## config.mk

```make
export PLATFORM = sky130hd
export DESIGN_NAME = crpt_top
export DESIGN_NICKNAME = d
export VERILOG_FILES = /design/src/logic/crpt_pkg.sv /design/src/logic/crpt_byte_if.sv /design/src/logic/crpt_top.sv /design/src/logic/crpt_fifo.sv /design/src/logic/crpt_crc_engine.sv
export VERILOG_INCLUDE_DIRS = /design/src /design/src/logic
export SDC_FILE = /design/constraint.sdc
export NUM_CORES = 1
export LEC_CHECK = 0
export ABC_AREA = 1
export ABC_CLOCK_PERIOD_IN_PS = 4200
export BUFFER_PORTS_ARGS = -buffer_cell sky130_fd_sc_hd__buf_2
export CORE_MARGIN = 1.5
export CORE_UTILIZATION = 55
export DETAILED_ROUTE_END_ITERATION = 10
export PLACE_DENSITY = 0.74
export SYNTH_ARGS = -nofsm -noshare
export SYNTH_HDL_FRONTEND = slang
export SYNTH_SLANG_ARGS = --single-unit
```

## constraint.sdc

```tcl
create_clock -name i_ref_clk -period 4.2 [get_ports i_ref_clk]
set_clock_uncertainty 0.05 [all_clocks]
set_input_delay 0.84 -clock i_ref_clk [delete_from_list [all_inputs] [get_ports i_ref_clk]]
set_output_delay 0.84 -clock i_ref_clk [all_outputs]
set_load 0.02 [all_outputs]
```

## src/logic/crpt_regs.svh

```systemverilog
// Register indices, field positions and reset values of the CRC, power and test registers.
// Assumes APB byte addresses are four times the register index.
`ifndef CRPT_REGS_SVH
`define CRPT_REGS_SVH

// Register indices (byte address = index * 4)
`define CRPT_IDX_EXT_PORT 8'h0f
`define CRPT_IDX_CRC_CTRL 8'h28
`define CRPT_IDX_CRC_DATA 8'h29
`define CRPT_IDX_CRC_RESULT 8'h2a
`define CRPT_IDX_ACC_UPPER 8'h2b
`define CRPT_IDX_ACC_LOWER 8'h2c
`define CRPT_IDX_ANALOG 8'h30
`define CRPT_IDX_POWER 8'h31
`define CRPT_IDX_TEST_SEL 8'h32

// CRC control clear pattern: bits 7:5 set, bits 3:0 = 0001, bit 4 ignored
`define CRPT_CLR_MASK 8'hef
`define CRPT_CLR_VALUE 8'he1
`define CRPT_CTRL_RESULT_BIT 7
`define CRPT_RESULT_BIT 0

// Analog test fields
`define CRPT_AN_DETSRC_BIT 0
`define CRPT_AN_GAIN_LSB 1
`define CRPT_AN_MONITOR_LSB 3
`define CRPT_AN_DIGTST_BIT 6

// Power register fields
`define CRPT_PW_ANALOG_BIT 0
`define CRPT_PW_DIGITAL_BIT 1
`define CRPT_PW_OSC_BIT 2
`define CRPT_PW_DIV_LSB 4

// Test output select field
`define CRPT_TS_LSB 5

// Reset values
`define CRPT_RST_BYTE 8'h00
`define CRPT_RST_ACC 16'h0000

`endif

```

## src/logic/crpt_pkg.sv

```systemverilog
// Types shared by the CRC, power and test register block.
// Assumes crpt_regs.svh supplies the numeric constants.
package crpt_pkg;
   typedef enum logic [1:0] {
      CRPT_DET_COMPOSITE,
      CRPT_DET_TEST_ANALOG,
      CRPT_DET_TEST_DIGITAL
   } crpt_det_src_t;

   typedef enum logic [1:0] {
      CRPT_APB_IDLE,
      CRPT_APB_WAIT,
      CRPT_APB_DONE
   } crpt_apb_state_t;
endpackage : crpt_pkg

```

## src/logic/crpt_byte_if.sv

```systemverilog
// Byte stream carrier with valid/ready handshake between block modules.
// Assumes one clock domain; a byte moves when valid and ready are both high.
`timescale 1ns/1ps
interface crpt_byte_if #(parameter int WIDTH = 8);
   logic valid;
   logic ready;
   logic [WIDTH-1:0] data;
   modport source (output valid, output data, input ready);
   modport sink (input valid, input data, output ready);
endinterface : crpt_byte_if

```

## src/logic/crpt_top.sv

```systemverilog
// APB register block: byte CRC checker, analog/power controls, clock divider, test mux.
// Assumes APB master as usual; crystal tick arrives synchronous to i_ref_clk.
`timescale 1ns/1ps
`include "crpt_regs.svh"

module crpt_top
   import crpt_pkg::*;
#(
   parameter int FIFO_DEPTH = 16,
   parameter logic [15:0] CRC_POLY = 16'h1021
) (
   input wire logic i_ref_clk,
   input wire logic i_rst,
   input wire logic i_clk_en,
   input wire logic i_psel,
   input wire logic i_penable,
   input wire logic i_pwrite,
   input wire logic [7:0] i_paddr,
   input wire logic [31:0] i_pwdata,
   output logic [31:0] o_prdata,
   output logic o_pready,
   output logic o_pslverr,
   input wire logic i_clock_out_ctl_pin,
   input wire logic i_xtal_tick,
   input wire logic [19:0] i_internal_monitor,
   input wire logic i_block_id_found,
   input wire logic i_block_id_code_hi,
   input wire logic i_block_id_code_lo,
   output logic o_clock_out_pin,
   output logic o_osc_run,
   output logic [1:0] o_input_gain,
   output logic [2:0] o_monitor_sel,
   output crpt_det_src_t o_detector_source,
   output logic o_analog_power_on,
   output logic o_digital_power_on,
   output logic o_digital_clk,
   output logic [4:0] o_test_out
);
   // Byte address of a register index
   function automatic logic [7:0] addr_of(input logic [7:0] idx);
      return {idx[5:0], 2'b00};
   endfunction : addr_of

   // Register contents
   logic [7:0] ext_port;
   logic [7:0] last_data;
   logic [7:0] analog_test_ctrl;
   logic [7:0] power_clock_ctrl;
   logic [7:0] test_output_select;
   logic transport_check_result;
   logic [15:0] accum;

   // Bus handling
   crpt_apb_state_t apb_state;
   logic access;
   logic done;
   logic wr_done;
   logic hit_data;
   logic hit_acc;
   logic hit_ctrl;
   logic mapped;
   logic can_go;
   logic checksum_clear;
   logic load_hi;
   logic load_lo;
   logic busy;
   logic pending;
   logic [31:0] next_rdata;

   // Clock divider
   logic [7:0] div_cnt;
   logic [2:0] div_code;
   logic div_bit;
   logic [4:0] next_test_out;
   logic [2:0] ts_code;

   crpt_byte_if #(.WIDTH(8)) fifo_in ();
   crpt_byte_if #(.WIDTH(8)) fifo_out ();

   // Address decode
   assign access = i_psel && i_penable;
   assign hit_data = (i_paddr == addr_of(`CRPT_IDX_CRC_DATA));
   assign hit_acc = (i_paddr == addr_of(`CRPT_IDX_ACC_UPPER)) ||
                    (i_paddr == addr_of(`CRPT_IDX_ACC_LOWER));
   assign hit_ctrl = (i_paddr == addr_of(`CRPT_IDX_CRC_CTRL));
   assign mapped = hit_data || hit_acc || hit_ctrl ||
                   (i_paddr == addr_of(`CRPT_IDX_EXT_PORT)) ||
                   (i_paddr == addr_of(`CRPT_IDX_CRC_RESULT)) ||
                   (i_paddr == addr_of(`CRPT_IDX_ANALOG)) ||
                   (i_paddr == addr_of(`CRPT_IDX_POWER)) ||
                   (i_paddr == addr_of(`CRPT_IDX_TEST_SEL));

   // Bytes still queued or in flight keep accumulator writes waiting, so that
   // a preload or clear never overtakes data already accepted
   assign busy = fifo_out.valid || pending;
   assign can_go = hit_data ? (fifo_in.ready && i_pwrite) || !i_pwrite :
                   (hit_acc || hit_ctrl) ? !(busy && i_pwrite) : 1'b1;
   assign done = access && o_pready;
   assign wr_done = done && i_pwrite && mapped && i_clk_en;

   assign checksum_clear = wr_done && hit_ctrl &&
      ((i_pwdata[7:0] & `CRPT_CLR_MASK) == `CRPT_CLR_VALUE);
   assign load_hi = wr_done && (i_paddr == addr_of(`CRPT_IDX_ACC_UPPER));
   assign load_lo = wr_done && (i_paddr == addr_of(`CRPT_IDX_ACC_LOWER));

   // Data port writes feed the FIFO; its ready holds pready low when full
   assign fifo_in.valid = wr_done && hit_data;
   assign fifo_in.data = i_pwdata[7:0];

   crpt_fifo #(
      .WIDTH(8),
      .DEPTH(FIFO_DEPTH)
   ) u_fifo (
      .i_ref_clk(i_ref_clk),
      .i_rst(i_rst),
      .i_clk_en(i_clk_en),
      .s_in(fifo_in.sink),
      .s_out(fifo_out.source)
   );

   crpt_crc_engine #(
      .POLY(CRC_POLY)
   ) u_engine (
      .i_ref_clk(i_ref_clk),
      .i_rst(i_rst),
      .i_clk_en(i_clk_en),
      .s_byte(fifo_out.sink),
      .i_clear(checksum_clear),
      .i_load_hi(load_hi),
      .i_load_lo(load_lo),
      .i_load_data(i_pwdata[7:0]),
      .o_accum(accum)
   );

   // APB handshake: one wait state, longer while the FIFO or engine is busy
   always_ff @(posedge i_ref_clk or posedge i_rst) begin
      if (i_rst) begin
         apb_state <= CRPT_APB_IDLE;
         o_pready <= 1'b0;
         o_pslverr <= 1'b0;
      end else if (i_clk_en) begin
         case (apb_state)
            CRPT_APB_IDLE: begin
               o_pready <= 1'b0;
               o_pslverr <= 1'b0;
               if (i_psel && !i_penable) begin
                  apb_state <= CRPT_APB_WAIT;
               end
            end
            CRPT_APB_WAIT: begin
               if (access && (can_go || !mapped)) begin
                  o_pready <= 1'b1;
                  o_pslverr <= !mapped;
                  apb_state <= CRPT_APB_DONE;
               end
            end
            CRPT_APB_DONE: begin
               o_pready <= 1'b0;
               o_pslverr <= 1'b0;
               apb_state <= CRPT_APB_IDLE;
            end
            default: begin
               apb_state <= CRPT_APB_IDLE;
            end
         endcase
      end
   end

   // Read data mux; write-only registers read as zero
   always_comb begin
      next_rdata = 32'h0000_0000;
      case (i_paddr)
         addr_of(`CRPT_IDX_CRC_DATA): next_rdata[7:0] = last_data;
         addr_of(`CRPT_IDX_CRC_RESULT): next_rdata[`CRPT_RESULT_BIT] = transport_check_result;
         addr_of(`CRPT_IDX_CRC_CTRL): next_rdata[`CRPT_CTRL_RESULT_BIT] = transport_check_result;
         addr_of(`CRPT_IDX_ACC_UPPER): next_rdata[7:0] = accum[15:8];
         addr_of(`CRPT_IDX_ACC_LOWER): next_rdata[7:0] = accum[7:0];
         default: next_rdata = 32'h0000_0000;
      endcase
   end

   // Read data is captured together with pready
   always_ff @(posedge i_ref_clk or posedge i_rst) begin
      if (i_rst) begin
         o_prdata <= 32'h0000_0000;
      end else if (i_clk_en) begin
         if (apb_state == CRPT_APB_WAIT && access && !i_pwrite && mapped) begin
            o_prdata <= next_rdata;
         end else if (apb_state == CRPT_APB_DONE) begin
            o_prdata <= 32'h0000_0000;
         end
      end
   end

   // Software-written control registers
   always_ff @(posedge i_ref_clk or posedge i_rst) begin
      if (i_rst) begin
         ext_port <= `CRPT_RST_BYTE;
         last_data <= `CRPT_RST_BYTE;
         analog_test_ctrl <= `CRPT_RST_BYTE;
         power_clock_ctrl <= `CRPT_RST_BYTE;
         test_output_select <= `CRPT_RST_BYTE;
      end else if (wr_done) begin
         case (i_paddr)
            addr_of(`CRPT_IDX_EXT_PORT): ext_port <= {3'b000, i_pwdata[4:0]};
            addr_of(`CRPT_IDX_CRC_DATA): last_data <= i_pwdata[7:0];
            addr_of(`CRPT_IDX_ANALOG): analog_test_ctrl <= {1'b0, i_pwdata[6:0]};
            addr_of(`CRPT_IDX_POWER): power_clock_ctrl <= i_pwdata[7:0] & 8'h77;
            addr_of(`CRPT_IDX_TEST_SEL): test_output_select <= i_pwdata[7:0] & 8'he0;
            default: ext_port <= ext_port;
         endcase
      end
   end

   // A byte popped this cycle lands in the accumulator next cycle
   always_ff @(posedge i_ref_clk or posedge i_rst) begin
      if (i_rst) begin
         pending <= 1'b0;
      end else if (i_clk_en) begin
         pending <= fifo_out.valid;
      end
   end

   // Mismatch whenever the accumulator is non-zero after the last byte;
   // follows preloads too, so a restored long check reports correctly
   always_ff @(posedge i_ref_clk or posedge i_rst) begin
      if (i_rst) begin
         transport_check_result <= 1'b0;
      end else if (i_clk_en) begin
         transport_check_result <= (accum != `CRPT_RST_ACC);
      end
   end

   // Analog controls are registered from their register bits
   always_ff @(posedge i_ref_clk or posedge i_rst) begin
      if (i_rst) begin
         o_input_gain <= 2'h0;
         o_monitor_sel <= 3'h0;
         o_detector_source <= CRPT_DET_COMPOSITE;
      end else if (i_clk_en) begin
         o_input_gain <= analog_test_ctrl[`CRPT_AN_GAIN_LSB +: 2];
         o_monitor_sel <= analog_test_ctrl[`CRPT_AN_MONITOR_LSB +: 3];
         if (analog_test_ctrl[`CRPT_AN_DIGTST_BIT]) begin
            o_detector_source <= CRPT_DET_TEST_DIGITAL;
         end else if (analog_test_ctrl[`CRPT_AN_DETSRC_BIT]) begin
            o_detector_source <= CRPT_DET_TEST_ANALOG;
         end else begin
            o_detector_source <= CRPT_DET_COMPOSITE;
         end
      end
   end

   // Power and oscillator enables
   always_ff @(posedge i_ref_clk or posedge i_rst) begin
      if (i_rst) begin
         o_analog_power_on <= 1'b0;
         o_digital_power_on <= 1'b0;
         o_osc_run <= 1'b1;
      end else if (i_clk_en) begin
         o_analog_power_on <= power_clock_ctrl[`CRPT_PW_ANALOG_BIT];
         o_digital_power_on <= power_clock_ctrl[`CRPT_PW_DIGITAL_BIT];
         o_osc_run <= !i_clock_out_ctl_pin || power_clock_ctrl[`CRPT_PW_OSC_BIT];
      end
   end

   // Divider counts crystal ticks at twice 8.192 MHz; bit n gives 8.192 MHz / 2^n.
   // Counter only moves while the oscillator runs, so a stopped crystal freezes it.
   assign div_code = power_clock_ctrl[`CRPT_PW_DIV_LSB +: 3];
   assign div_bit = div_cnt[div_code];
   always_ff @(posedge i_ref_clk or posedge i_rst) begin
      if (i_rst) begin
         div_cnt <= 8'h00;
         o_clock_out_pin <= 1'b0;
      end else if (i_clk_en) begin
         if (i_xtal_tick && o_osc_run) begin
            div_cnt <= div_cnt + 8'h01;
         end
         o_clock_out_pin <= i_clock_out_ctl_pin ? 1'b0 : div_bit;
      end
   end

   // Digital section clock: parked high when powered down, restarts from high.
   // Toggling waits for the registered power flag, so the flag never rises on a low clock.
   always_ff @(posedge i_ref_clk or posedge i_rst) begin
      if (i_rst) begin
         o_digital_clk <= 1'b1;
      end else if (i_clk_en) begin
         if (!power_clock_ctrl[`CRPT_PW_DIGITAL_BIT] || !o_digital_power_on) begin
            o_digital_clk <= 1'b1;
         end else if (i_xtal_tick && o_osc_run) begin
            o_digital_clk <= !o_digital_clk;
         end
      end
   end

   // Test pin mux; unused select codes 0, 5 and 6 pass the external port through
   assign ts_code = test_output_select[`CRPT_TS_LSB +: 3];
   always_comb begin
      next_test_out = 5'h00;
      case (ts_code)
         3'h1: next_test_out = i_internal_monitor[4:0];
         3'h2: next_test_out = i_internal_monitor[9:5];
         3'h3: next_test_out = i_internal_monitor[14:10];
         3'h4: next_test_out = i_internal_monitor[19:15];
         3'h7: next_test_out = {i_block_id_found, i_block_id_code_hi,
                                i_block_id_code_lo, 2'b00};
         default: next_test_out = ext_port[4:0];
      endcase
   end

   // Test pins are registered to keep the outputs glitch free
   always_ff @(posedge i_ref_clk or posedge i_rst) begin
      if (i_rst) begin
         o_test_out <= 5'h00;
      end else if (i_clk_en) begin
         o_test_out <= next_test_out;
      end
   end
endmodule : crpt_top

```

## src/logic/crpt_fifo.sv

```systemverilog
// Flip-flop FIFO with valid/ready on both sides.
// Assumes a single clock; the clock enable freezes all state.
`timescale 1ns/1ps
module crpt_fifo #(
   parameter int WIDTH = 8,
   parameter int DEPTH = 16
) (
   input wire logic i_ref_clk,
   input wire logic i_rst,
   input wire logic i_clk_en,
   crpt_byte_if.sink s_in,
   crpt_byte_if.source s_out
);
   localparam int AW = $clog2(DEPTH);
   logic [WIDTH-1:0] mem [DEPTH];
   logic [AW-1:0] wr_ptr;
   logic [AW-1:0] rd_ptr;
   logic [AW:0] count;
   logic push;
   logic pop;

   // Honest full and empty flags derive from the fill count
   assign s_in.ready = (count != DEPTH[AW:0]);
   assign s_out.valid = (count != '0);
   assign s_out.data = mem[rd_ptr];
   assign push = s_in.valid && s_in.ready && i_clk_en;
   assign pop = s_out.valid && s_out.ready && i_clk_en;

   // Storage is not reset; only occupied slots are ever read
   always_ff @(posedge i_ref_clk) begin
      if (push) begin
         mem[wr_ptr] <= s_in.data;
      end
   end

   // Pointers wrap at the depth, which need not be a power of two
   always_ff @(posedge i_ref_clk or posedge i_rst) begin
      if (i_rst) begin
         wr_ptr <= '0;
         rd_ptr <= '0;
         count <= '0;
      end else begin
         if (push) begin
            wr_ptr <= (wr_ptr == AW'(DEPTH - 1)) ? '0 : wr_ptr + 1'b1;
         end
         if (pop) begin
            rd_ptr <= (rd_ptr == AW'(DEPTH - 1)) ? '0 : rd_ptr + 1'b1;
         end
         if (push && !pop) begin
            count <= count + 1'b1;
         end else if (pop && !push) begin
            count <= count - 1'b1;
         end
      end
   end
endmodule : crpt_fifo

```

## src/logic/crpt_crc_engine.sv

```systemverilog
// Byte-serial 16-bit CRC accumulator with clear and byte-wise preload.
// Assumes loads are only issued while the byte stream is idle.
`timescale 1ns/1ps
`include "crpt_regs.svh"
module crpt_crc_engine #(
   parameter logic [15:0] POLY = 16'h1021
) (
   input wire logic i_ref_clk,
   input wire logic i_rst,
   input wire logic i_clk_en,
   crpt_byte_if.sink s_byte,
   input wire logic i_clear,
   input wire logic i_load_hi,
   input wire logic i_load_lo,
   input wire logic [7:0] i_load_data,
   output logic [15:0] o_accum
);
   // One byte folded in MSB first
   function automatic logic [15:0] crc_step(input logic [15:0] acc, input logic [7:0] b);
      logic [15:0] c;
      c = acc ^ {b, 8'h00};
      for (int k = 0; k < 8; k++) begin
         c = c[15] ? ({c[14:0], 1'b0} ^ POLY) : {c[14:0], 1'b0};
      end
      return c;
   endfunction : crc_step

   // Engine never stalls: one byte per enabled cycle
   assign s_byte.ready = 1'b1;

   // Software load beats the stream; the top keeps them apart anyway
   always_ff @(posedge i_ref_clk or posedge i_rst) begin
      if (i_rst) begin
         o_accum <= `CRPT_RST_ACC;
      end else if (i_clk_en) begin
         if (i_clear) begin
            o_accum <= `CRPT_RST_ACC;
         end else if (i_load_hi) begin
            o_accum <= {i_load_data, o_accum[7:0]};
         end else if (i_load_lo) begin
            o_accum <= {o_accum[15:8], i_load_data};
         end else if (s_byte.valid) begin
            o_accum <= crc_step(o_accum, s_byte.data);
         end
      end
   end
endmodule : crpt_crc_engine

```

Word-level counts from Yosys, hierarchy flattened

Memories as Yosys holds them, arrays and structs flattened.
Cells that the tools add are included.

RAM bits: 128
Logic and storage cells: 175
Memories kept: 1
Register bits: 121
Input port bits: 71
Output and inout bits: 51

$lt $le $gt $ge: 1
Multiplexer cells: 40
Reduce and logical (&&, ||, !) cells: 69
Bitwise logic cells: 9
Add/sub/neg operators: 5
Equality and inequality tests: 24

Memories:

| name       | depth | bits a word | rd ports | clocked after Yosys merged registers in | write ports | RTL line        | RTL |
|---|---|---|---|---|---|---|---|
| u_fifo.mem | 16    | 8           | 1        | 0                                       | 1           | crpt_fifo.sv:15 | `logic [WIDTH-1:0] mem [DEPTH];` |

Operator list:

| kind                                                            | count |
|---|---|
| 13-bit 2-to-1 mux                                               | 8 |
| 8-bit == test, second input constant                            | 8 |
| 16-bit 2-to-1 mux                                               | 4 |
| 32-bit 2-to-1 mux                                               | 2 |
| 5-bit one-hot mux with 5 select lines                           | 1 |
| 3-bit NOT                                                       | 8 |
| 1-bit logical AND                                               | 23 |
| 6-bit one-hot mux with 3 select lines                           | 1 |
| 2-bit AND reduction                                             | 8 |
| 16-bit nonzero test                                             | 1 |
| 16-bit bitwise XOR                                              | 1 |
| 1-bit logical OR                                                | 14 |
| 3-bit AND reduction                                             | 4 |
| 1-bit 2-to-1 mux                                                | 11 |
| 1-bit logical NOT                                               | 10 |
| 5-bit 2-to-1 mux                                                | 2 |
| 4-bit by 1-bit adder with 4-bit output, second input constant   | 2 |
| 8-bit by 1-bit adder with 8-bit output, second input constant   | 1 |
| 4-bit == test, second input constant                            | 2 |
| 8-bit by 6-bit == test with 1-bit output, second input constant | 1 |
| 4-bit 2-to-1 mux                                                | 2 |
| 1-bit one-hot mux with 4 select lines                           | 2 |
| 2-bit nonzero test                                              | 4 |
| 7-bit == test, second input constant                            | 1 |
| 19 further kinds                                                | 27 |

Depth between registers and ports, before layout

Gate-level depths: netlist (run 1).
An unclocked memory read counts as a cell.

Depth in word-level cells: 22
Gate-level depth with buffers: 18
Mapped depth without buffers: 18

By module

Synthesis (run 1) repeated with hierarchy kept, for this count alone.

Cells, all modules: 1372
Area total of the unflattened synthesis: 11482.3 µm²

By module, submodules not included:

| module          | area each (µm²) | instances | sequential area each (µm²) | cells each |
|---|---|---|---|---|
| crpt_fifo       | 6476.2          | 1         | 4169.0                     | 673 |
| crpt_top        | 3774.9          | 1         | 1704.1                     | 493 |
| crpt_crc_engine | 1231.2          | 1         | 400.4                      | 206 |

Worst setup path after synthesis (run 1)

No wires, ideal clock.

Kind: input to register
From: input port i_paddr[0]
To: register u_fifo.count[4]
Library setup time: 125 ps
Data arrival time: 3211 ps
Stages: 18
Path buffers: 0
Slack: 814 ps
Data required time: 4025 ps
Cell sequence: inv_1 > nand2_1 > nor3_1 > nand2_2 > nand3_2 > nor2_2 > nand2_4 > nand3_2 > nor3_4 > ha_1 > inv_1 > ha_1 > a21o_1 > a31oi_1 > nand2_1 > nand2_1 > nor2_1 > xor2_1

Cells in the longest elaborated chain, start to end: 17

RTL lines:

| element                             | RTL line                       | RTL |
|---|---|---|
| start, declared                     | crpt_top.sv:18                 | `input wire logic [7:0] i_paddr,` |
| 8-bit == test (on tied branches)    | crpt_top.sv:83, crpt_top.sv:84 |  |
| 1-bit logical OR                    | crpt_top.sv:83                 | `` assign hit_acc = (i_paddr == addr_of(`CRPT_IDX_ACC_UPPER)) \|\| `` |
| 1-bit logical OR (7 in a row)       | crpt_top.sv:86                 | `assign mapped = hit_data \|\| hit_acc \|\| hit_ctrl \|\|` |
| 1-bit logical AND (2 in a row)      | crpt_top.sv:99                 | `assign wr_done = done && i_pwrite && mapped && i_clk_en;` |
| 1-bit logical AND *                 | crpt_top.sv:107                | `assign fifo_in.valid = wr_done && hit_data;` |
| 1-bit logical AND * (2 in a row)    | crpt_fifo.sv:26                | `assign push = s_in.valid && s_in.ready && i_clk_en;` |
| named net u_fifo.push               | crpt_fifo.sv:19                | `logic push;` |
| 1-bit logical NOT                   | crpt_fifo.sv:51                | `end else if (pop && !push) begin` |
| 1-bit logical AND                   | crpt_fifo.sv:51                |  |
| 2-bit nonzero test (no source line) | -                              |  |
| end signal, assigned                | crpt_fifo.sv:50                | `count <= count + 1'b1;` |
| end signal, assigned                | crpt_fifo.sv:52                | `count <= count - 1'b1;` |
| end, declared                       | crpt_fifo.sv:18                | `logic [AW:0] count;` |

Mark *: on every way through the listed nets, which the timed path passes. The rest lies on a longest branch.
A chain may end at the register's enable or synchronous reset.

Worst setup path in the final report (run 1)

From: input port i_paddr[6]
To: register u_fifo.count[4]

Same word-level chain as after synthesis.

==> flow_summary.yaml, run 1 <==
run_status:
  status: "finished clean"
setup_path:
  crit_end: "u_fifo.count[4]"
  worst-path-max-fanout: 7
  kind_of_cell_with_the_highest_combined_delay_on_the_critical_path: "simple AND/OR/NAND/NOR gates"
  r2r_setup_slk_ps: 1410
  critPathMaxStageDelay_ps: 340
  regToRegStartpoint: "u_fifo.rd_ptr[1]"
  arrival_worst_endpoint_ps: 3570
  crit_path_frequent_cell: "nand2_1"
  worstRegToRegCells: 14
  critPathSlowestCell: "ha_1"
  worst_r2r_endpoint: "u_engine.o_accum[12]"
  timing.critical_path.cells: "buf_2 > inv_1 > nand2_1 > nor3_2 > nand2_1 > nand2_1 > a21oi_2 > nand2_4 > nand3_2 > nor3_4 > ha_1 > inv_1 > ha_1 > a21o_1 > a31oi_1 > nand2_1 > nand2_1 > nor2_1 > xor2_1"
  cp-start-kind: "input port"
  critical_path.startpoint: "i_paddr[6]"
  timing.critical_path.depth: 19
  end_kind: "register"
  critical_path.n_buffers_inverters: 3
  worst_ep_required_time_ps: 4540
  path_class: "input port to register"
logic_synthesis:
  synth_area_per_cell_um2: 8.85
  number_of_enable_flip_flop_cells_after_synthesis: 128
  yosysUniqueCellTypes: 47
  postSynth.topFlopCell: "edfxtp_1"
  yosys_warnings: 0
  synth_async_sr_flop_share_pct: 43.1
  ys_seq_area_share_pct: 56.9
  ys_seq_elements: 225
  combined_area_of_all_synthesized_cells_um2: 11000
  postSynthCellCount: 1246
cts:
  clock_insertion_delay_at_the_later_pin_of_the_skew_report_ps: 520
  cts_post_setup_buffers_inserted: 0
  cts.clk_slew.worst_paths_ps: 60
  clock_tree_from_tritoncts: "done"
  clock_tree.root_cell: "clkbuf_16"
  cts_made_buffers: 23
  cts_sinks: 225
  cts_repair_resize_count: 0
  clock_tree.buffer_depth: 3
  cts_hold_buffers: 0
  htreeDepth: 1
sta:
  timing.final.max_slew_violations: 0
  max_slew.worst_pin.slew_ps: 945
  grt_setup_unrepaired: "no"
  setup_viol: 0
  finalHoldViolations: 0
  clock.fmax_ghz: 0.310
  final_period_minus_worst_setup_slack_ps: 3230
  finalCritPeriodShare_pct: 76.9
  timing.max_slew.rel_slack_pct: 37.0
  setup_total_negative_slack_ps: 0
floorplanning:
  core_region_area_um2: 19600
  die-width_um: 145
  top_level_ports: 122
  fp-row-count: 51
  die_h_um: 145
  die_area_um2: 20900
  initial_core_util_pct: 56.3
detailed_routing:
  ant_nets: 0
  dr.first_iter.drc_count: 939
  route.final.wire_length_um: 27000
  first_pass_iters: 5
  post_drt_wl_per_cell_um: 16.8
  vias: 8773
  remaining_drc_errors: 0
  vias_per_cell: 5.46
grt:
  global_route.overflow_total: 0
  grt_pass1_vias: 8147
  maximum_number_of_pins_on_one_net_before_global_route_repair: 76
  wire_length_of_the_first_global_routing_pass_um: 42100
  grt.total_usage_pct: 26.5
  number_of_antenna_violations_at_the_first_check_in_global_routing: 0
placed_design:
  place_hpwl_um: 18200
  gp_congestion: 0.991
  port_buffers: 73
final_layout:
  fin_nets: 1408
  core_utilization_of_the_finished_layout_pct: 63.5
  syn2layout_area_growth_pct: 12.8
  final_layout_size_suffix_gt1_share_pct: 13.0
  antenna-diode-count: 0
power_and_ir_drop:
  pwr_density_cell_nw_per_um2: 604
  power.ir.vdd_worst_mv: 0.339
  p_leak_nw: 5.85
run:
  maxCapViolCount: 0
min_path:
  hold_class: "register to register"
  hold_path.startpoint: "o_input_gain[1]"
## worst reg2reg max path, delay by kind of cell, from the launching register on
family	cells	cell delay (ps)
compound gates	3	610
buf+inv	3	870
flops	1	360
simple gates	8	830
## cells in the final DEF, fill, tap and decap left out, types with 9 or more instances in the layout
cell,synthesis,final
nand2_1,342,342
nor2_1,141,141
edfxtp_1,128,128
inv_1,124,123
nand3_1,96,96
dfrtp_1,95,94
o21ai_0,83,83
buf_2,16,73
a21oi_1,40,40
conb_1,1,24
clkbuf_16,0,23
nand4_1,16,16
buf_4,30,16
inv_2,15,15
o21ai_1,13,13
xor2_1,10,10
ha_1,10,10
nand2_2,9,9
## cell type report
class	count	area (um^2)
Timing Repair Buffer	89	485
Sequential cell	225	6270
Tap cell	265	332
Clock inverter	12	230
Inverter	141	532
Fill cell	1645	7150
Multi-Input combinational cell	846	3960
Clock buffer	30	632
## per-stage QoR
step	hold slack [ps]	total power [mW]	cells	worst slack (ps)	instance area [um^2]
after global routing	450	7.94	1608	733	12400
after global placement	401	5.14	1566	573	11600
final	414	7.51	1608	971	12400
after floorplan	394	4.57	1269	780	11100
after CTS	418	7.50	1608	1040	12400
after detailed placement	404	5.20	1566	505	11600
## cell families after synthesis
kind of cell / count (synthesis) / share of synthesized area (%)
and+or+nand+nor: 631 / 24.4
DFF: 225 / 56.9
buffers and inverters: 198 / 8.01
AOI/OAI and AO/OA: 166 / 8.24
xor gates and xnor gates: 14 / 1.11
adders and majority gates: 11 / 1.32
other: 1 / 0.0340
## flip-flops by register name, summed over array words and instances, names as in the netlist, 2 cells and up
register,flops
apb_state,2
o_prdata,8
ext_port,5
o_input_gain,2
last_data,8
analog_test_ctrl,7
power_clock_ctrl,6
u_fifo.mem,128
u_engine.o_accum,16
o_monitor_sel,3
o_detector_source,2
div_cnt,8
o_test_out,5
u_fifo.rd_ptr,4
u_fifo.wr_ptr,4
test_output_select,3
u_fifo.count,5
## routing by layer
| metal | global-route usage, % | wire length, um | vias to the layer above |
|---|---|---|---|
| met5 | 0 | 0 | - |
| met4 | 7.02 | 532 | 0 |
| met3 | 4.30 | 2140 | 43 |
| met2 | 43.0 | 12700 | 359 |
| met1 | 37.5 | 11600 | 4168 |
| li1 | - | - | 4203 |
## power by group
group	total [mW]	leakage, nW	switching (mW)	internal [mW]
sequential	2.69	2.38	0.170	2.52
combinational	2.52	3.05	1.74	0.773
clock	2.30	0.416	0.863	1.44
total	7.51	5.85	2.78	4.73
## synthesized netlist by cell type, drive strengths merged (3+ instances only)
| cell type | number | area share [%] |
|---|---|---|
| xor2 | 10 | 0.79 |
| nand4 | 16 | 0.91 |
| xnor2 | 4 | 0.32 |
| nor3 | 12 | 0.78 |
| inv | 139 | 4.7 |
| o211ai | 3 | 0.20 |
| o21ai | 96 | 4.4 |
| o22ai | 8 | 0.45 |
| clkbuf | 10 | 0.34 |
| a21oi | 42 | 2.0 |
| edfxtp | 128 | 35 |
| nand3 | 103 | 5.1 |
| nand2 | 352 | 12 |
| dfrtp | 95 | 22 |
| ha | 10 | 1.1 |
| buf | 47 | 2.9 |
| nor2 | 145 | 5.1 |
| a221oi | 3 | 0.24 |
## worst min-delay path by stage
stage | cells after the start | end | slack, ps
global route | 2 | analog_test_ctrl[5] | 450
CTS | 2 | o_input_gain[1] | 420
global placement | 2 | o_analog_power_on | 400
floorplan | 2 | ext_port[0] | 390
finish | 2 | o_input_gain[1] | 410
detailed placement | 2 | o_input_gain[1] | 400
No activity file was read; power rests on OpenSTA's default activity.
==> inputs of run 2 (changes only) <==
- ABC_CLOCK_PERIOD_IN_PS: 4200 -> 3400
- clock period: 4.2 -> 3.4 ns (I/O delays scaled with it)
==> run 2 against run 1 <==
  * Sequential share of layout area about the same
  * Die area unchanged
  * Flip-flop and latch count stayed put
  * Core utilization decreased by 0.051 points
  * Hold slack lost 180 ps
  * Via count up 0.28%
  * Clock power about the same
  * Critical endpoint unchanged
==> flow_summary.yaml, run 2 (synthesis results as in run 1) <==
detailed_routing:
  ant_nets: 0
  vias: 8798
  post_drt_wl_per_cell_um: 16.8
  dr.first_iter.drc_count: 777
  route.final.wire_length_um: 27300
  first_pass_iters: 7
  vias_per_cell: 5.41
  remaining_drc_errors: 0
sta:
  hold_ws_ps: 231
  finalHoldViolations: 0
  clock.fmax_ghz: 0.336
  setup_total_negative_slack_ps: 0
  timing.final.max_slew_violations: 0
  grt_setup_unrepaired: "no"
  final_period_minus_worst_setup_slack_ps: 2980
  finalWorstSetupSlack_ps: 424
  max_slew.worst_pin.slew_ps: 721
  finalCritPeriodShare_pct: 87.5
  setup_viol: 0
  timing.max_slew.rel_slack_pct: 51.9
final_layout:
  fin_nets: 1428
  final_layout_size_suffix_gt1_share_pct: 14.0
  syn2layout_area_growth_pct: 12.7
  biggestRegsByFlops: "u_fifo.mem: 128 flops, u_engine.o_accum: 16 flops"
  core_utilization_of_the_finished_layout_pct: 63.5
  number_of_flip_flops_in_the_largest_register: 128
  layout_commonest_cell: "nand2_1"
  layout_common_cells: "342 x nand2_1, 141 x nor2_1, 128 x edfxtp_1"
  finish.cell_count_without_fillers: 1626
  registers.top_by_ff_count: "u_fifo.mem"
  antenna-diode-count: 0
  design_area_um2: 12400
power_and_ir_drop:
  power.ir.vdd_worst_mv: 0.447
  net_switching_share_of_the_total_power_pct: 38.7
  p_leak_nw: 5.88
  net-switching-power_mw: 3.40
  power.combinational.fraction_pct: 35.3
  power.share.clock_pct: 26.5
  internal_power_mw: 5.37
  overall_power_after_layout_mw: 8.77
  pwr_density_cell_nw_per_um2: 706
  seqPwrFrac_pct: 38.1
setup_path:
  critical_path.n_buffers_inverters: 3
  timing.critical_path.cells: "buf_2 > inv_1 > nand2_1 > nor3_2 > nand2_1 > nand2_1 > a21oi_2 > nand2_4 > nand3_2 > nor3_4 > ha_1 > inv_1 > ha_1 > a21o_1 > a31oi_1 > nand2_1 > nand2_1 > nor2_1 > xor2_1"
  cp-start-kind: "input port"
  path_class: "input port to register"
  critPathSlowestCell: "ha_1"
  arrival_worst_endpoint_ps: 3340
  worst_ep_required_time_ps: 3760
  worst-path-max-fanout: 4
  crit_path_frequent_cell: "nand2_1"
  kind_of_cell_with_the_highest_combined_delay_on_the_critical_path: "simple AND/OR/NAND/NOR gates"
  end_kind: "register"
  critPathMaxStageDelay_ps: 340
  timing.critical_path.depth: 19
  worstRegToRegCells: 14
placed_design:
  port_buffers: 73
  place_hpwl_um: 18900
  gp_congestion: 0.936
  dpl-instance-area_um2: 11700
  placedCellCount: 1586
  pre_cts_ws_ps: -20.5
grt:
  maximum_number_of_pins_on_one_net_before_global_route_repair: 57
  grt_pass1_vias: 8248
  number_of_antenna_violations_at_the_first_check_in_global_routing: 0
  grt.total_usage_pct: 27.2
  wire_length_of_the_first_global_routing_pass_um: 43000
  global_route.overflow_total: 0
floorplanning:
  fp-row-count: 51
  initial_core_util_pct: 56.3
  top_level_ports: 122
  core_region_area_um2: 19600
  die-width_um: 145
  die_area_um2: 20900
  die_h_um: 145
run_status:
  status: "finished clean"
cts:
  cts_repair_resize_count: 0
  clock_tree.buffer_depth: 3
  clock_insertion_delay_at_the_later_pin_of_the_skew_report_ps: 530
  cts_post_setup_buffers_inserted: 0
  cts_sinks: 225
  htreeDepth: 1
  cts.clk_slew.worst_paths_ps: 60
  clock_tree.root_cell: "clkbuf_16"
  cts_hold_buffers: 0
  cts_made_buffers: 23
  clock_tree_from_tritoncts: "done"
run:
  maxCapViolCount: 0
min_path:
  hold_class: "input port to async pin"
run 2: cell types whose count changed in the layout (fill, tap and decap cells not counted):
cell,change
buf_4,+19
clkinv_2,+2
buf_12,+1
clkinv_1,+3
clkbuf_8,-1
bufinv_16,-6
run 2: power by group through the flow:
stage                     logic, mW  clock network, mW  registers, mW
after floorplan                2.31                  0           3.34
after global placement         3.01                  0           3.38
after detailed placement       3.06                  0           3.38
after CTS                      3.08               2.35           3.34
after global routing           3.52               2.47           3.37
final                          3.10               2.33           3.34
run 2: final timing paths:
check,slack (ps),startpoint,end
worst max-delay path,420,i_paddr[6],u_fifo.count[4]
worst max register to register,660,u_fifo.count[0],u_fifo.count[4]
worst min register to register,420,o_analog_power_on,o_analog_power_on
min in group i_ref_clk,400,i_internal_monitor[15],o_test_out[0]
max in group asynchronous,2370,i_rst,o_pslverr
worst min-delay path,230,i_rst,u_engine.o_accum[9]
run 2: final cells by class:
type / count / area [um^2]
Clock buffer: 29 / 618
Tap cell: 265 / 332
Sequential cell: 225 / 6270
Timing Repair Buffer: 109 / 648
Multi-Input combinational cell: 846 / 3960
Inverter: 141 / 532
Fill cell: 1646 / 7160
Clock inverter: 11 / 71.3
run 2: metal layers:
layer | GRT usage, % | vias up | part of all wire (%)
met5 | 0 | - | 0
li1 | - | 4256 | -
met3 | 4.40 | 52 | 7.4
met1 | 38.4 | 4161 | 43
met4 | 9.36 | 0 | 3.0
met2 | 42.8 | 329 | 46
==> inputs of run 3 (changes only) <==
- PLACE_DENSITY: 0.74 -> 0.73
- SYNTH_HIERARCHICAL: default -> 1
==> run 3 against run 2 <==
  * Cell count rose by 8.5%
  * Non-clock buffer count rose by 6
  * Combinational power rose by 3%
  * Wire length rose by 1.9%
  * Register-to-register slack improved by 20 ps
  * First-iteration DRC count fell by 5.9%
  * Clock power rose by 25%
  * Worst setup slack improved by 64 ps
  * Clock-buffer cell count rose by 3
  * Core utilization rose by 0.95 points
  * Die area rose by 4.1%
==> flow_summary.yaml, run 3 <==
run_status:
  status: "finished clean"
logic_synthesis:
  synth_area_leaders: "edfxtp_1 33%, dfrtp_1 21%, nand2_1 15%, nand3_1 6.4%, inv_1 5.7%"
  ys_seq_elements: 225
  synth_area_per_cell_um2: 8.37
  yosysUniqueCellTypes: 43
  post_synth_most_frequent_cells: "462 x nand2_1, 173 x inv_1, 147 x nand3_1"
  combined_area_of_all_synthesized_cells_um2: 11500
  yosys_warnings: 6
  postSynth.topFlopCell: "edfxtp_1"
  number_of_enable_flip_flop_cells_after_synthesis: 128
  postSynthCellCount: 1372
  synth_async_sr_flop_share_pct: 43.1
  synthMostInstantiatedCell: "nand2_1"
  synth_top_area_cell: "edfxtp_1"
  ys_seq_area_share_pct: 54.6
  synth_largest_type_area_fraction_pct: 33.5
detailed_routing:
  vias: 9292
  remaining_drc_errors: 0
  dr.first_iter.drc_count: 731
  post_drt_wl_per_cell_um: 15.7
  first_pass_iters: 6
  ant_nets: 0
  vias_per_cell: 5.26
  route.final.wire_length_um: 27800
setup_path:
  arrival_worst_endpoint_ps: 3290
  timing.critical_path.cells: "buf_2 > nor2_2 > nand2_1 > inv_1 > nand2_1 > nand2_2 > nor2_4 > nand2_8 > nand2_4 > buf_4 > nor4_2 > nor2_2 > nor3_4 > nand2_1 > nor2_1 > nand2_1 > o21ai_0"
  worstRegToRegCells: 11
  critical_path.n_buffers_inverters: 3
  worst_ep_required_time_ps: 3780
  end_kind: "register"
  worst_r2r_endpoint: "u_engine/o_accum[2]"
  regToRegStartpoint: "o_pready"
  cp-start-kind: "input port"
  critPathSlowestCell: "nor4_2"
  r2r_setup_slk_ps: 680
  path_class: "input port to register"
  critPathMaxStageDelay_ps: 440
  kind_of_cell_with_the_highest_combined_delay_on_the_critical_path: "simple AND/OR/NAND/NOR gates"
  crit_path_frequent_cell: "nand2_1"
  worst-path-max-fanout: 13
cts:
  cts_hold_buffers: 0
  cts_post_setup_buffers_inserted: 0
  clock_tree.root_cell: "clkbuf_16"
  cts.clk_slew.worst_paths_ps: 60
  htreeDepth: 1
  clock_tree_from_tritoncts: "done"
  cts_made_buffers: 25
  clock_insertion_delay_at_the_later_pin_of_the_skew_report_ps: 520
  cts_sinks: 225
  clock_tree.buffer_depth: 3
  cts_repair_resize_count: 0
final_layout:
  number_of_flip_flops_in_the_largest_register: 128
  layout_common_cells: "462 x nand2_1, 172 x inv_1, 147 x nand3_1"
  final_layout_size_suffix_gt1_share_pct: 15.3
  registers.top_by_ff_count: "u_fifo/mem"
  multi_input_area_um2: 4040
  biggestRegsByFlops: "u_fifo/mem: 128 flops, u_engine/o_accum: 16 flops"
  core_utilization_of_the_finished_layout_pct: 64.4
  layout.area.seq_um2: 6270
  fillerInstances: 1648
  syn2layout_area_growth_pct: 14.2
  layout_commonest_cell: "nand2_1"
  antenna-diode-count: 0
  fin_nets: 1558
  finish.cell_count_without_fillers: 1765
power_and_ir_drop:
  p_leak_nw: 6.46
  pwr_density_cell_nw_per_um2: 725
  power.ir.vdd_worst_mv: 0.491
  overall_power_after_layout_mw: 9.51
sta:
  timing.max_slew.rel_slack_pct: 47.9
  setup_viol: 0
  clock.fmax_ghz: 0.343
  finalCritPeriodShare_pct: 85.6
  final_period_minus_worst_setup_slack_ps: 2910
  max_slew.worst_pin.slew_ps: 781
  grt_setup_unrepaired: "no"
  timing.final.max_slew_violations: 0
  finalHoldViolations: 0
grt:
  met1_routing_resource_usage_after_global_routing_pct: 35.3
  maximum_number_of_pins_on_one_net_before_global_route_repair: 68
  grt.total_usage_pct: 26.2
  grt_use_met3_pct: 3.55
  grt_use_met2_pct: 44.4
  wire_length_of_the_first_global_routing_pass_um: 44800
  grt_busiest_layer: "met2"
  global_route.overflow_total: 0
  grt_pass1_vias: 8861
  number_of_antenna_violations_at_the_first_check_in_global_routing: 0
floorplanning:
  die-width_um: 147
  fp-row-count: 52
  initial_core_util_pct: 56.4
  die_area_um2: 21800
  top_level_ports: 122
  core_region_area_um2: 20400
  die_h_um: 147
placed_design:
  place_hpwl_um: 18300
  placedCellCount: 1719
  gp_congestion: 0.943
  port_buffers: 73
run:
  maxCapViolCount: 0
min_path:
  hold_class: "input port to async pin"
[run 3: through the flow]
stage	area [um^2]	worst slack [ps]	TNS (ps)	hold WS, ps
after global placement	12200	80.4	0	400
final	13100	489	0	213
after floorplan	11600	289	0	384
after CTS	13100	544	0	201
after detailed placement	12200	-1.79	-1.79	401
after global routing	13100	150	0	237
[run 3: final cells by class]
cell class | instances | area share, %
multi-input cells | 880 | 30.8
flip-flops and latches | 225 | 47.8
clock inverters | 14 | 1.56
well taps | 270 | 2.58
repair buffers | 115 | 5.29
inverters | 229 | 6.55
clock buffers | 32 | 5.35
[run 3: routing by layer]
layer,up-vias,share of wire [%]
met5,-,0
met4,0,2.2
met3,49,7.5
met2,367,48
met1,4358,42
li1,4518,-
[run 3: how the worst max path moves through the flow]
stage          slack, ps                  end  cells past startpoint       start
2_1_floorplan        290      u_fifo/count[4]                     23  i_paddr[1]
3_3_place_gp          80  u_engine/o_accum[5]                     17  i_paddr[1]
3_5_place_dp          -2  u_engine/o_accum[2]                     17  i_paddr[1]
4_1_cts              540  u_engine/o_accum[5]                     17  i_paddr[1]
5_1_grt              150  u_engine/o_accum[5]                     17  i_paddr[1]
6_report             490  u_engine/o_accum[2]                     17  i_paddr[1]
[run 3: power breakdown]
group | internal, mW | switching (mW) | total [mW] | leakage, nW
Sequential | 3.11 | 0.305 | 3.41 | 2.30
Combinational | 1.02 | 2.16 | 3.18 | 3.70
Clock | 1.84 | 1.08 | 2.92 | 0.451
[run 3: kinds of logic after synthesis]
kind of cell	count (synthesis)	synth area share [%]
AND/OR/NAND/NOR	731	27.3
other	2	0.0654
buffers and inverters	290	10.9
adder cells (fa/ha/maj)	11	1.26
multiplexers	1	0.0981
AO/OA/AOI/OAI	99	4.70
flip-flops	225	54.6
XOR/XNOR	13	0.992
